### src/verilog/nand_lock_pkg.sv
// Purpose: Shared constants and types for the NAND block-lock host
// Assumes: 25 MHz clock, 8-bit I/O bus, 16-bit block addresses
// Notes:   Times are kept in their own units; cycle counts derive from them
package nand_lock_pkg;

  // ----------------------------------------------------------------
  // Widths
  // ----------------------------------------------------------------
  localparam int IO_W   = 8;
  localparam int BLK_W  = 16;
  localparam int STEP_W = 3;
  localparam int CNT_W  = 8;

  // ----------------------------------------------------------------
  // Timing
  // ----------------------------------------------------------------
  localparam int CLK_PERIOD_NS  = 40;
  localparam int POWER_WAIT_US  = 10;
  localparam int WP_PULSE_NS    = 100;
  localparam int BUSY_GAP_NS    = 100;
  localparam int READ_ACCESS_NS = 80;
  // Least times round up to whole cycles
  localparam int POWER_WAIT_CYC =
    (POWER_WAIT_US * 1000 + CLK_PERIOD_NS - 1) / CLK_PERIOD_NS;
  localparam int WP_PULSE_CYC =
    (WP_PULSE_NS + CLK_PERIOD_NS - 1) / CLK_PERIOD_NS;
  localparam int BUSY_GAP_CYC =
    (BUSY_GAP_NS + CLK_PERIOD_NS - 1) / CLK_PERIOD_NS;
  // Access time plus two synchroniser stages
  localparam int READ_WAIT_CYC =
    (READ_ACCESS_NS + CLK_PERIOD_NS - 1) / CLK_PERIOD_NS + 2;

  // ----------------------------------------------------------------
  // Command codes
  // ----------------------------------------------------------------
  localparam logic [IO_W-1:0] CMD_LOCK         = 8'h2A;
  localparam logic [IO_W-1:0] CMD_UNLOCK_START = 8'h23;
  localparam logic [IO_W-1:0] CMD_UNLOCK_END   = 8'h24;
  localparam logic [IO_W-1:0] CMD_LOCK_TIGHT   = 8'h2C;
  localparam logic [IO_W-1:0] CMD_LOCK_STATUS  = 8'h7A;
  localparam logic [IO_W-1:0] CMD_STATUS       = 8'h70;
  localparam logic [IO_W-1:0] CMD_RESET        = 8'hFF;

  // ----------------------------------------------------------------
  // Values after reset
  // ----------------------------------------------------------------
  localparam logic            PIN_INACTIVE   = 1'b1;
  localparam logic            WP_RESET_VAL   = 1'b0;
  localparam logic [IO_W-1:0] DATA_RESET_VAL = 8'h00;
  localparam logic [CNT_W-1:0] CNT_RESET_VAL = 8'h00;

  // ----------------------------------------------------------------
  // Types
  // ----------------------------------------------------------------
  typedef enum logic [2:0] {
    OP_LOCK,
    OP_UNLOCK,
    OP_LOCK_TIGHT,
    OP_LOCK_STATUS,
    OP_STATUS_AGAIN,
    OP_STATUS,
    OP_WP_PULSE,
    OP_RESET
  } op_t;

  typedef enum logic [1:0] {
    CYC_CMD,
    CYC_ADDR,
    CYC_READ
  } cycle_kind_t;

  typedef struct packed {
    cycle_kind_t     kind;
    logic [IO_W-1:0] data;
    logic            last;
  } step_t;

endpackage

### src/verilog/nand_cycle_if.sv
// Purpose: Request and answer of one NAND bus cycle
// Assumes: Single clock domain
// Notes:   req is a one-cycle pulse; done answers it once
`timescale 1ns/1ps
interface nand_cycle_if;
  logic                            req;
  nand_lock_pkg::cycle_kind_t      kind;
  logic [nand_lock_pkg::IO_W-1:0]  wdata;
  logic                            done;
  logic [nand_lock_pkg::IO_W-1:0]  rdata;

  modport issuer (output req, output kind, output wdata,
                  input done, input rdata);
  modport engine (input req, input kind, input wdata,
                  output done, output rdata);
endinterface

### src/verilog/nand_bus_cycle.sv
// Purpose: Drives one command, address or read cycle on the NAND pins
// Assumes: Chip enable is held low by the caller around the cycle
// Notes:   One clock per write strobe phase, 40 ns each; read strobe held four clocks
`timescale 1ns/1ps
module nand_bus_cycle (
  input  wire logic                           clk,
  input  wire logic                           rst_n,
  nand_cycle_if.engine                        cyc,
  output      logic                           cle,
  output      logic                           ale,
  output      logic                           we_n,
  output      logic                           re_n,
  output      logic [nand_lock_pkg::IO_W-1:0] io_out,
  output      logic                           io_oe,
  input  wire logic [nand_lock_pkg::IO_W-1:0] io_in
);

  typedef enum logic [2:0] {
    B_IDLE, B_SETUP, B_STROBE, B_HOLD, B_READ
  } bus_state_t;

  bus_state_t                       state_reg, state_next;
  logic [nand_lock_pkg::CNT_W-1:0]  cnt_reg;
  logic [nand_lock_pkg::IO_W-1:0]   io_meta_reg, io_sync_reg;
  logic                             is_read, read_end;

  // ----------------------------------------------------------------
  // Decode
  // ----------------------------------------------------------------
  assign is_read  = cyc.kind == nand_lock_pkg::CYC_READ;
  assign read_end = cnt_reg ==
    nand_lock_pkg::CNT_W'(nand_lock_pkg::READ_WAIT_CYC - 1);

  // Two-stage capture of the data pins
  always_ff @(posedge clk) begin
    io_meta_reg <= io_in;
    io_sync_reg <= io_meta_reg;
  end

  // Next state
  always_comb begin
    state_next = state_reg;
    case (state_reg)
      B_IDLE:   if (cyc.req) state_next = is_read ? B_READ : B_SETUP;
      B_SETUP:  state_next = B_STROBE;
      B_STROBE: state_next = B_HOLD;
      B_HOLD:   state_next = B_IDLE;
      B_READ:   if (read_end) state_next = B_IDLE;
      default:  state_next = B_IDLE;
    endcase
  end

  // State and strobe counter
  always_ff @(posedge clk) begin
    if (!rst_n) begin
      state_reg <= B_IDLE;
      cnt_reg   <= nand_lock_pkg::CNT_RESET_VAL;
    end else begin
      state_reg <= state_next;
      cnt_reg   <= (state_reg == B_READ) ? cnt_reg + 1'b1
                                         : nand_lock_pkg::CNT_RESET_VAL;
    end
  end

  // Latch select and write data for the whole write cycle
  always_ff @(posedge clk) begin
    if (!rst_n) begin
      cle    <= 1'b0;
      ale    <= 1'b0;
      io_oe  <= 1'b0;
      io_out <= nand_lock_pkg::DATA_RESET_VAL;
    end else if (state_reg == B_IDLE && cyc.req && !is_read) begin
      cle    <= cyc.kind == nand_lock_pkg::CYC_CMD;
      ale    <= cyc.kind == nand_lock_pkg::CYC_ADDR;
      io_oe  <= 1'b1;
      io_out <= cyc.wdata;
    end else if (state_reg == B_HOLD) begin
      cle   <= 1'b0;
      ale   <= 1'b0;
      io_oe <= 1'b0;
    end
  end

  // Strobes, answer and read capture
  always_ff @(posedge clk) begin
    if (!rst_n) begin
      we_n      <= nand_lock_pkg::PIN_INACTIVE;
      re_n      <= nand_lock_pkg::PIN_INACTIVE;
      cyc.done  <= 1'b0;
      cyc.rdata <= nand_lock_pkg::DATA_RESET_VAL;
    end else begin
      we_n     <= state_next != B_STROBE;
      re_n     <= !(state_next == B_READ);
      cyc.done <= (state_reg == B_HOLD) ||
                  (state_reg == B_READ && read_end);
      if (state_reg == B_READ && read_end) cyc.rdata <= io_sync_reg;
    end
  end

endmodule

### src/verilog/nand_lock_host.sv
// Purpose: Host controller for the block-lock features of a NAND flash
// Assumes: One flash on the bus; ready/busy and I/O come from pins
// Notes:   Accepts one operation at a time on a valid/ready port
`timescale 1ns/1ps

// Summary of operation
// - Lock issues single command 2Ah
// - Unlock sends 23h, start, 24h, end
// - Host orders start not above end
// - Lock-tight issues single command 2Ch
// - Write-protect low pulse relocks every block
// - Lock status read sends 7Ah plus block
// - No lock status read while busy
// - Wait 10 us after power, protect low
module nand_lock_host (
  input  wire logic                                clk,
  input  wire logic                                rst_n,
  input  wire logic                                op_valid,
  output      logic                                op_ready,
  input  wire nand_lock_pkg::op_t                  op_code,
  input  wire logic [nand_lock_pkg::BLK_W-1:0]     start_blk,
  input  wire logic [nand_lock_pkg::BLK_W-1:0]     end_blk,
  input  wire logic                                lock_mode,
  output      logic                                op_done,
  output      logic [nand_lock_pkg::IO_W-1:0]      status_byte,
  output      logic                                ce_n,
  output      logic                                cle,
  output      logic                                ale,
  output      logic                                we_n,
  output      logic                                re_n,
  output      logic                                wp_n,
  output      logic                                pre,
  output      logic [nand_lock_pkg::IO_W-1:0]      io_out,
  output      logic                                io_oe,
  input  wire logic [nand_lock_pkg::IO_W-1:0]      io_in,
  input  wire logic                                ready_busy_n
);

  typedef enum logic [3:0] {
    S_POWER, S_IDLE, S_WAIT_RDY, S_ISSUE, S_WAIT_CYC,
    S_WP_LOW, S_BUSY_GAP, S_BUSY_WAIT, S_DONE
  } host_state_t;

  host_state_t                         state_reg, state_next;
  nand_lock_pkg::op_t                  op_reg;
  logic [nand_lock_pkg::BLK_W-1:0]     lo_blk_reg, hi_blk_reg;
  logic [nand_lock_pkg::STEP_W-1:0]    step_reg;
  logic [nand_lock_pkg::CNT_W-1:0]     cnt_reg;
  logic                                rb_meta_reg, rb_sync_reg;
  logic                                accept, swap_blk, cnt_clear;
  logic                                power_end, wp_end, gap_end;
  nand_lock_pkg::step_t                cur_step;

  nand_cycle_if cyc ();

  // ----------------------------------------------------------------
  // Step table per operation
  // ----------------------------------------------------------------
  function automatic nand_lock_pkg::step_t step_of(
    input nand_lock_pkg::op_t               op,
    input logic [nand_lock_pkg::STEP_W-1:0] step,
    input logic [nand_lock_pkg::BLK_W-1:0]  s,
    input logic [nand_lock_pkg::BLK_W-1:0]  e
  );
    nand_lock_pkg::step_t r;
    r = '{kind: nand_lock_pkg::CYC_CMD,
          data: nand_lock_pkg::CMD_RESET, last: 1'b1};
    case (op)
      nand_lock_pkg::OP_LOCK:
        r.data = nand_lock_pkg::CMD_LOCK;
      nand_lock_pkg::OP_LOCK_TIGHT:
        r.data = nand_lock_pkg::CMD_LOCK_TIGHT;
      nand_lock_pkg::OP_UNLOCK: begin
        r.last = step == 3'h5;
        case (step)
          3'h0: r.data = nand_lock_pkg::CMD_UNLOCK_START;
          3'h1: r = '{nand_lock_pkg::CYC_ADDR, s[7:0], 1'b0};
          3'h2: r = '{nand_lock_pkg::CYC_ADDR, s[15:8], 1'b0};
          3'h3: r.data = nand_lock_pkg::CMD_UNLOCK_END;
          3'h4: r = '{nand_lock_pkg::CYC_ADDR, e[7:0], 1'b0};
          default: r = '{nand_lock_pkg::CYC_ADDR, e[15:8], 1'b1};
        endcase
      end
      nand_lock_pkg::OP_LOCK_STATUS: begin
        r.last = 1'b0;
        case (step)
          3'h0: r.data = nand_lock_pkg::CMD_LOCK_STATUS;
          3'h1: r = '{nand_lock_pkg::CYC_ADDR, s[7:0], 1'b0};
          3'h2: r = '{nand_lock_pkg::CYC_ADDR, s[15:8], 1'b0};
          default: r = '{nand_lock_pkg::CYC_READ, 8'h00, 1'b1};
        endcase
      end
      nand_lock_pkg::OP_STATUS: begin
        r.last = step != 3'h0;
        if (step == 3'h0) r.data = nand_lock_pkg::CMD_STATUS;
        else r.kind = nand_lock_pkg::CYC_READ;
      end
      nand_lock_pkg::OP_STATUS_AGAIN:
        r.kind = nand_lock_pkg::CYC_READ;
      default: r.data = nand_lock_pkg::CMD_RESET;
    endcase
    return r;
  endfunction

  // ----------------------------------------------------------------
  // Decode
  // ----------------------------------------------------------------
  assign op_ready  = state_reg == S_IDLE;
  assign accept    = op_ready && op_valid;
  assign swap_blk  = start_blk > end_blk;
  assign cur_step  = step_of(op_reg, step_reg, lo_blk_reg, hi_blk_reg);
  assign power_end = cnt_reg ==
    nand_lock_pkg::CNT_W'(nand_lock_pkg::POWER_WAIT_CYC - 1);
  assign wp_end    = cnt_reg ==
    nand_lock_pkg::CNT_W'(nand_lock_pkg::WP_PULSE_CYC - 1);
  assign gap_end   = cnt_reg ==
    nand_lock_pkg::CNT_W'(nand_lock_pkg::BUSY_GAP_CYC - 1);
  assign cnt_clear = state_next != state_reg;
  assign cyc.req   = state_reg == S_ISSUE;
  assign cyc.kind  = cur_step.kind;
  assign cyc.wdata = cur_step.data;

  // Ready/busy synchroniser
  always_ff @(posedge clk) begin
    rb_meta_reg <= ready_busy_n;
    rb_sync_reg <= rb_meta_reg;
  end

  // Next state
  always_comb begin
    state_next = state_reg;
    case (state_reg)
      S_POWER:    if (power_end) state_next = S_IDLE;
      S_IDLE: begin
        if (accept) begin
          if (op_code == nand_lock_pkg::OP_WP_PULSE)
            state_next = S_WP_LOW;
          else if (op_code == nand_lock_pkg::OP_RESET)
            state_next = S_ISSUE;
          else
            state_next = S_WAIT_RDY;
        end
      end
      S_WAIT_RDY: if (rb_sync_reg) state_next = S_ISSUE;
      S_ISSUE:    state_next = S_WAIT_CYC;
      S_WAIT_CYC: begin
        if (cyc.done) begin
          if (!cur_step.last) state_next = S_ISSUE;
          else if (op_reg == nand_lock_pkg::OP_RESET)
            state_next = S_BUSY_GAP;
          else state_next = S_DONE;
        end
      end
      S_WP_LOW:    if (wp_end) state_next = S_DONE;
      S_BUSY_GAP:  if (gap_end) state_next = S_BUSY_WAIT;
      S_BUSY_WAIT: if (rb_sync_reg) state_next = S_DONE;
      S_DONE:      state_next = S_IDLE;
      default:     state_next = S_IDLE;
    endcase
  end

  // State, step and delay counter
  always_ff @(posedge clk) begin
    if (!rst_n) begin
      state_reg <= S_POWER;
      step_reg  <= '0;
      cnt_reg   <= nand_lock_pkg::CNT_RESET_VAL;
    end else begin
      state_reg <= state_next;
      cnt_reg   <= cnt_clear ? nand_lock_pkg::CNT_RESET_VAL
                             : cnt_reg + 1'b1;
      if (accept) step_reg <= '0;
      else if (state_reg == S_WAIT_CYC && cyc.done)
        step_reg <= step_reg + 1'b1;
    end
  end

  // Operation capture with ordered block range
  always_ff @(posedge clk) begin
    if (!rst_n) begin
      op_reg     <= nand_lock_pkg::OP_LOCK;
      lo_blk_reg <= '0;
      hi_blk_reg <= '0;
    end else if (accept) begin
      op_reg     <= op_code;
      lo_blk_reg <= swap_blk ? end_blk : start_blk;
      hi_blk_reg <= swap_blk ? start_blk : end_blk;
    end
  end

  // Control pins, status and completion
  always_ff @(posedge clk) begin
    if (!rst_n) begin
      ce_n        <= nand_lock_pkg::PIN_INACTIVE;
      wp_n        <= nand_lock_pkg::WP_RESET_VAL;
      pre         <= 1'b0;
      op_done     <= 1'b0;
      status_byte <= nand_lock_pkg::DATA_RESET_VAL;
    end else begin
      // Chip enable held low across the read so data follows it
      ce_n    <= !(state_next == S_ISSUE || state_next == S_WAIT_CYC);
      wp_n    <= !(state_next == S_POWER || state_next == S_WP_LOW);
      pre     <= lock_mode;
      op_done <= state_reg == S_DONE;
      if (state_reg == S_WAIT_CYC && cyc.done &&
          cur_step.kind == nand_lock_pkg::CYC_READ)
        status_byte <= cyc.rdata;
    end
  end

  // ----------------------------------------------------------------
  // Pin cycle engine
  // ----------------------------------------------------------------
  nand_bus_cycle u_cycle (
    .clk    (clk),
    .rst_n  (rst_n),
    .cyc    (cyc.engine),
    .cle    (cle),
    .ale    (ale),
    .we_n   (we_n),
    .re_n   (re_n),
    .io_out (io_out),
    .io_oe  (io_oe),
    .io_in  (io_in)
  );

endmodule

### config.mk
export PLATFORM = sky130hd
export DESIGN_NAME = nand_lock_host
export DESIGN_NICKNAME = d
export VERILOG_FILES = /design/src/verilog/nand_lock_pkg.sv /design/src/verilog/nand_cycle_if.sv /design/src/verilog/nand_bus_cycle.sv /design/src/verilog/nand_lock_host.sv
export SDC_FILE = /design/constraint.sdc
export NUM_CORES = 1
export LEC_CHECK = 0
export CORE_ASPECT_RATIO = 0.6
export CORE_MARGIN = 3
export CORE_UTILIZATION = 39
export CTS_CLUSTER_SIZE = 20
export DETAILED_ROUTE_END_ITERATION = 8
export DONT_BUFFER_PORTS = 1
export HOLD_SLACK_MARGIN = 0.02
export PLACE_DENSITY_LB_ADDON = 0.15
export SYNTH_ARGS = -nofsm -noshare
export SYNTH_HDL_FRONTEND = slang
export SYNTH_SLANG_ARGS = --single-unit
export TNS_END_PERCENT = 100
### constraint.sdc
create_clock -name clk -period 2.6 [get_ports clk]
set_input_delay 0.26 -clock clk [delete_from_list [all_inputs] [get_ports clk]]
set_output_delay 0.26 -clock clk [all_outputs]
set_load 0.005 [all_outputs]
==> out/results.txt <==
After detailed routing, the average wire length per cell comes to 17.1 um. The sequential-to-total area share from yosys stat came out at 0.421. Pin placement for this block handled 74 I/O pins. Once detailed placement completed, the half-perimeter wirelength came to 10100 um. Post-synthesis cell count: 641. The count of TritonRoute iterations in the first routing pass was 5. The congestion estimate from routability-driven global placement came to 0.926. The logs give 0.202 for the overall routing resource usage and 766 for the post-layout net count.

After detailed routing, the total wire length is 15000 um. STA classifies the critical path endpoint as a flip-flop. Setup violations remaining at the end of the flow were counted as 0. The effective utilization at floorplan came out at 0.408. The clock tree synthesis step divided the H-tree into 4 levels. The clock passes through at most 2 buffers. Data arrives at the worst endpoint at 2.79 ns. The number of global-route vias before repair was 4660. The netlist area before placement was 5380 um2; the biggest fanout along the worst timing path was 9.

The share of the synthesized area in the top cell type is 0.421, and the register bit total from synthesis is 113. The height of the die is 97.0 um. In this run the post-CTS setup repair buffer count came out at 0. TritonCTS built the clock tree. Using the TritonRoute via totals, the vias-per-cell ratio works out to 5.48. Between clock sinks in the finished design, the worst skew comes to 0.0101 ns. The fraction of layout instances using a drive strength above 1 was 0.0935; the number of CTS-inserted buffers was 17. For this run, design rule violations remaining after detail routing come to 0.

For the tightest slew margin relative to the limit, the log shows 0.622. Summing internal, switching and leakage power gives 4.26 mW. Clock-pin slew was measured on the worst setup and hold paths at 0.06 ns. The average instance area after synthesis was 8.39 um2.

The finished cells cover 6750 um2. Counting flops with a built-in enable in the synthesized netlist gives 0. The number of unique standard cell types used by synthesis was 65; the largest net degree at the start of global routing was 64.

Most common library cell in the layout ignoring fill and taps: dfxtp_1. By area the synthesized netlist is led by dfxtp_1, a21oi_1, ha_1, o21ai_0, nand2_1. The die is 158 um wide.

Setup repair after global routing could not meet its margin everywhere. The tool flagged a number of max-cap violations equal to 0. The biggest area contributor in the post-synthesis netlist is dfxtp_1. The tools report the area of the core region as 13200 um2.

Clock latency on the worst-skew pair, taken at its later pin, is 0.41 ns. The repair_antennas step left the layout with diodes totalling 0. For this run, the slowest stage of the critical path takes 0.58 ns. The worst setup path is of the reg2reg kind. The number of failing hold endpoints at the final stage was 0. The first global-routing pass estimated 24400 um of wire.

The timing-limited maximum frequency was 404 MHz. Number of buffers inserted by port buffering: 0. Share of the clock period used by the worst path: 0.951. The tree is rooted in a clkbuf_16.

In this run, the number of DRC markers left after iteration 0 of detailed routing was 379. Leaving out fill and tap cells, the most frequent cells in the layout are dfxtp_1, a21oi_1, nand2_1. The detail route stage leaves a number of antenna-violating nets equal to 0.

The number of rows in the core area is 32. For the number of clock sinks seen by CTS, the log shows 113. The clock period minus final worst setup slack is 2.47 ns, and the setup TNS is 0 ns. Relative to the synthesized area, the layout overhead comes to 25.4%. Max-slew violation count: 0. After detailed placement, the total cell area comes to 5590 um2.

After global routing the overflow that remains totals 0. In this run the worst hold path is classified as in2reg. Traced cell by cell, the critical path runs through inv_1 > ha_1 > or4_4 > o311ai_2 > o211ai_1 > a211oi_1 > o21ai_2 > nor3_1. The logs give 15300 um2 for the area enclosed by the die boundary and 2.73 nW for the leakage component of the power.

The tools report the number of antenna violations at the first check in global routing as 0. The slowest stage cell on the critical path was or4_4. VDD sags by at most 0.390 mV.

The total vias in the final route was 4804; the number of warnings reported in the yosys synthesis log was 0. The fraction of registers with async set/reset was 0. When the netlist entered floorplanning its net count stood at 714. The required time of the worst setup path was 2.92 ns; the ratio of total power to cell area was 631 nW/um2. The flow ran to the end, and the final reports show no timing, DRC or antenna violations. For the pin with the worst max-slew slack, the measured transition is 0.565 ns. The worst setup path is launched from a flip-flop.

In the synthesized netlist the dominant register cell turns out to be dfxtp_1.
metal layers:
layer / routed length, um / part of all wire / track usage / vias up
met2: 5920 / 0.39 / 0.266 / 144
met1: 7750 / 0.52 / 0.305 / 2271
met3: 1230 / 0.082 / 0.0724 / 12
li1: - / - / - / 2377
met4: 103 / 0.0069 / 0.0573 / 0
met5: 0 / 0 / 0 / -
through the flow:
step                std cells  hold WS (ns)  setup slack [ns]   util
finish                    876        0.0364             0.128  0.512
floorplan                 641         0.288             0.344      -
global route              876        0.0371           -0.0319  0.512
global placement          790         0.288             0.213  0.425
detailed placement        790         0.288             0.133  0.425
CTS                       876        0.0208            0.0974  0.510
power by group:
group          internal (mW)  switching [mW]
Sequential              1.75          0.0119
Clock                   1.34           0.907
Combinational          0.120           0.126
Total                   3.21            1.05
final timing paths:
path	startpoint	end	slack (ns)	cells past startpoint
max reg2reg	step_reg[0]	cnt_reg[4]	0.13	8
min reg2reg	u_cycle.io_meta_reg[6]	u_cycle.io_sync_reg[6]	0.33	0
max	step_reg[0]	cnt_reg[4]	0.13	8
min	rst_n	step_reg[0]	0.04	2
logic make-up (layout without fill, tap and decap cells):
| family | count (synthesis) | in the layout | synth area share |
|---|---|---|---|
| AO/OA/AOI/OAI | 203 | 203 | 0.226 |
| AND/OR/NAND/NOR | 201 | 201 | 0.190 |
| flip-flops | 113 | 113 | 0.421 |
| buffers and inverters | 68 | 133 | 0.0495 |
| adder cells (fa/ha/maj) | 25 | 25 | 0.0582 |
| multiplexers | 16 | 16 | 0.0298 |
| XOR/XNOR | 15 | 15 | 0.0258 |
cell type report:
| cell class | count | area [um2] |
|---|---|---|
| clock buffers | 17 | 425 |
| clock inverters | 15 | 149 |
| fillers | 1236 | 6420 |
| inverters | 30 | 113 |
| multi-input cells | 460 | 2880 |
| flip-flops and latches | 113 | 2260 |
| well taps | 170 | 213 |
| repair buffers | 71 | 707 |
critical path: cells and delay by family, from the launching register on:
family,cells,cell delay [ns]
flops,1,0.40
fa+ha+maj,1,0.32
simple gates,2,0.79
compound gates,4,0.80
buf+inv,1,0.08
synthesized netlist by cell type, types with 7 or more instances:
library cell,count
a21oi_1,86
a22oi_1,9
a31oi_1,9
clkbuf_1,28
dfxtp_1,113
ha_1,25
inv_1,30
mux2i_1,16
nand2_1,62
nand3_1,14
nor2_1,39
nor2b_1,24
nor3_1,15
o21ai_0,52
xnor2_1,7
xor2_1,7
what timing repair did:
action	in CTS	in global routing
hold buffers	54	0
gates resized for setup	0	5
endpoints found under the setup margin	0	16
endpoints found under the hold margin	80	0
Note: power is estimated with default switching activity, not from simulation.
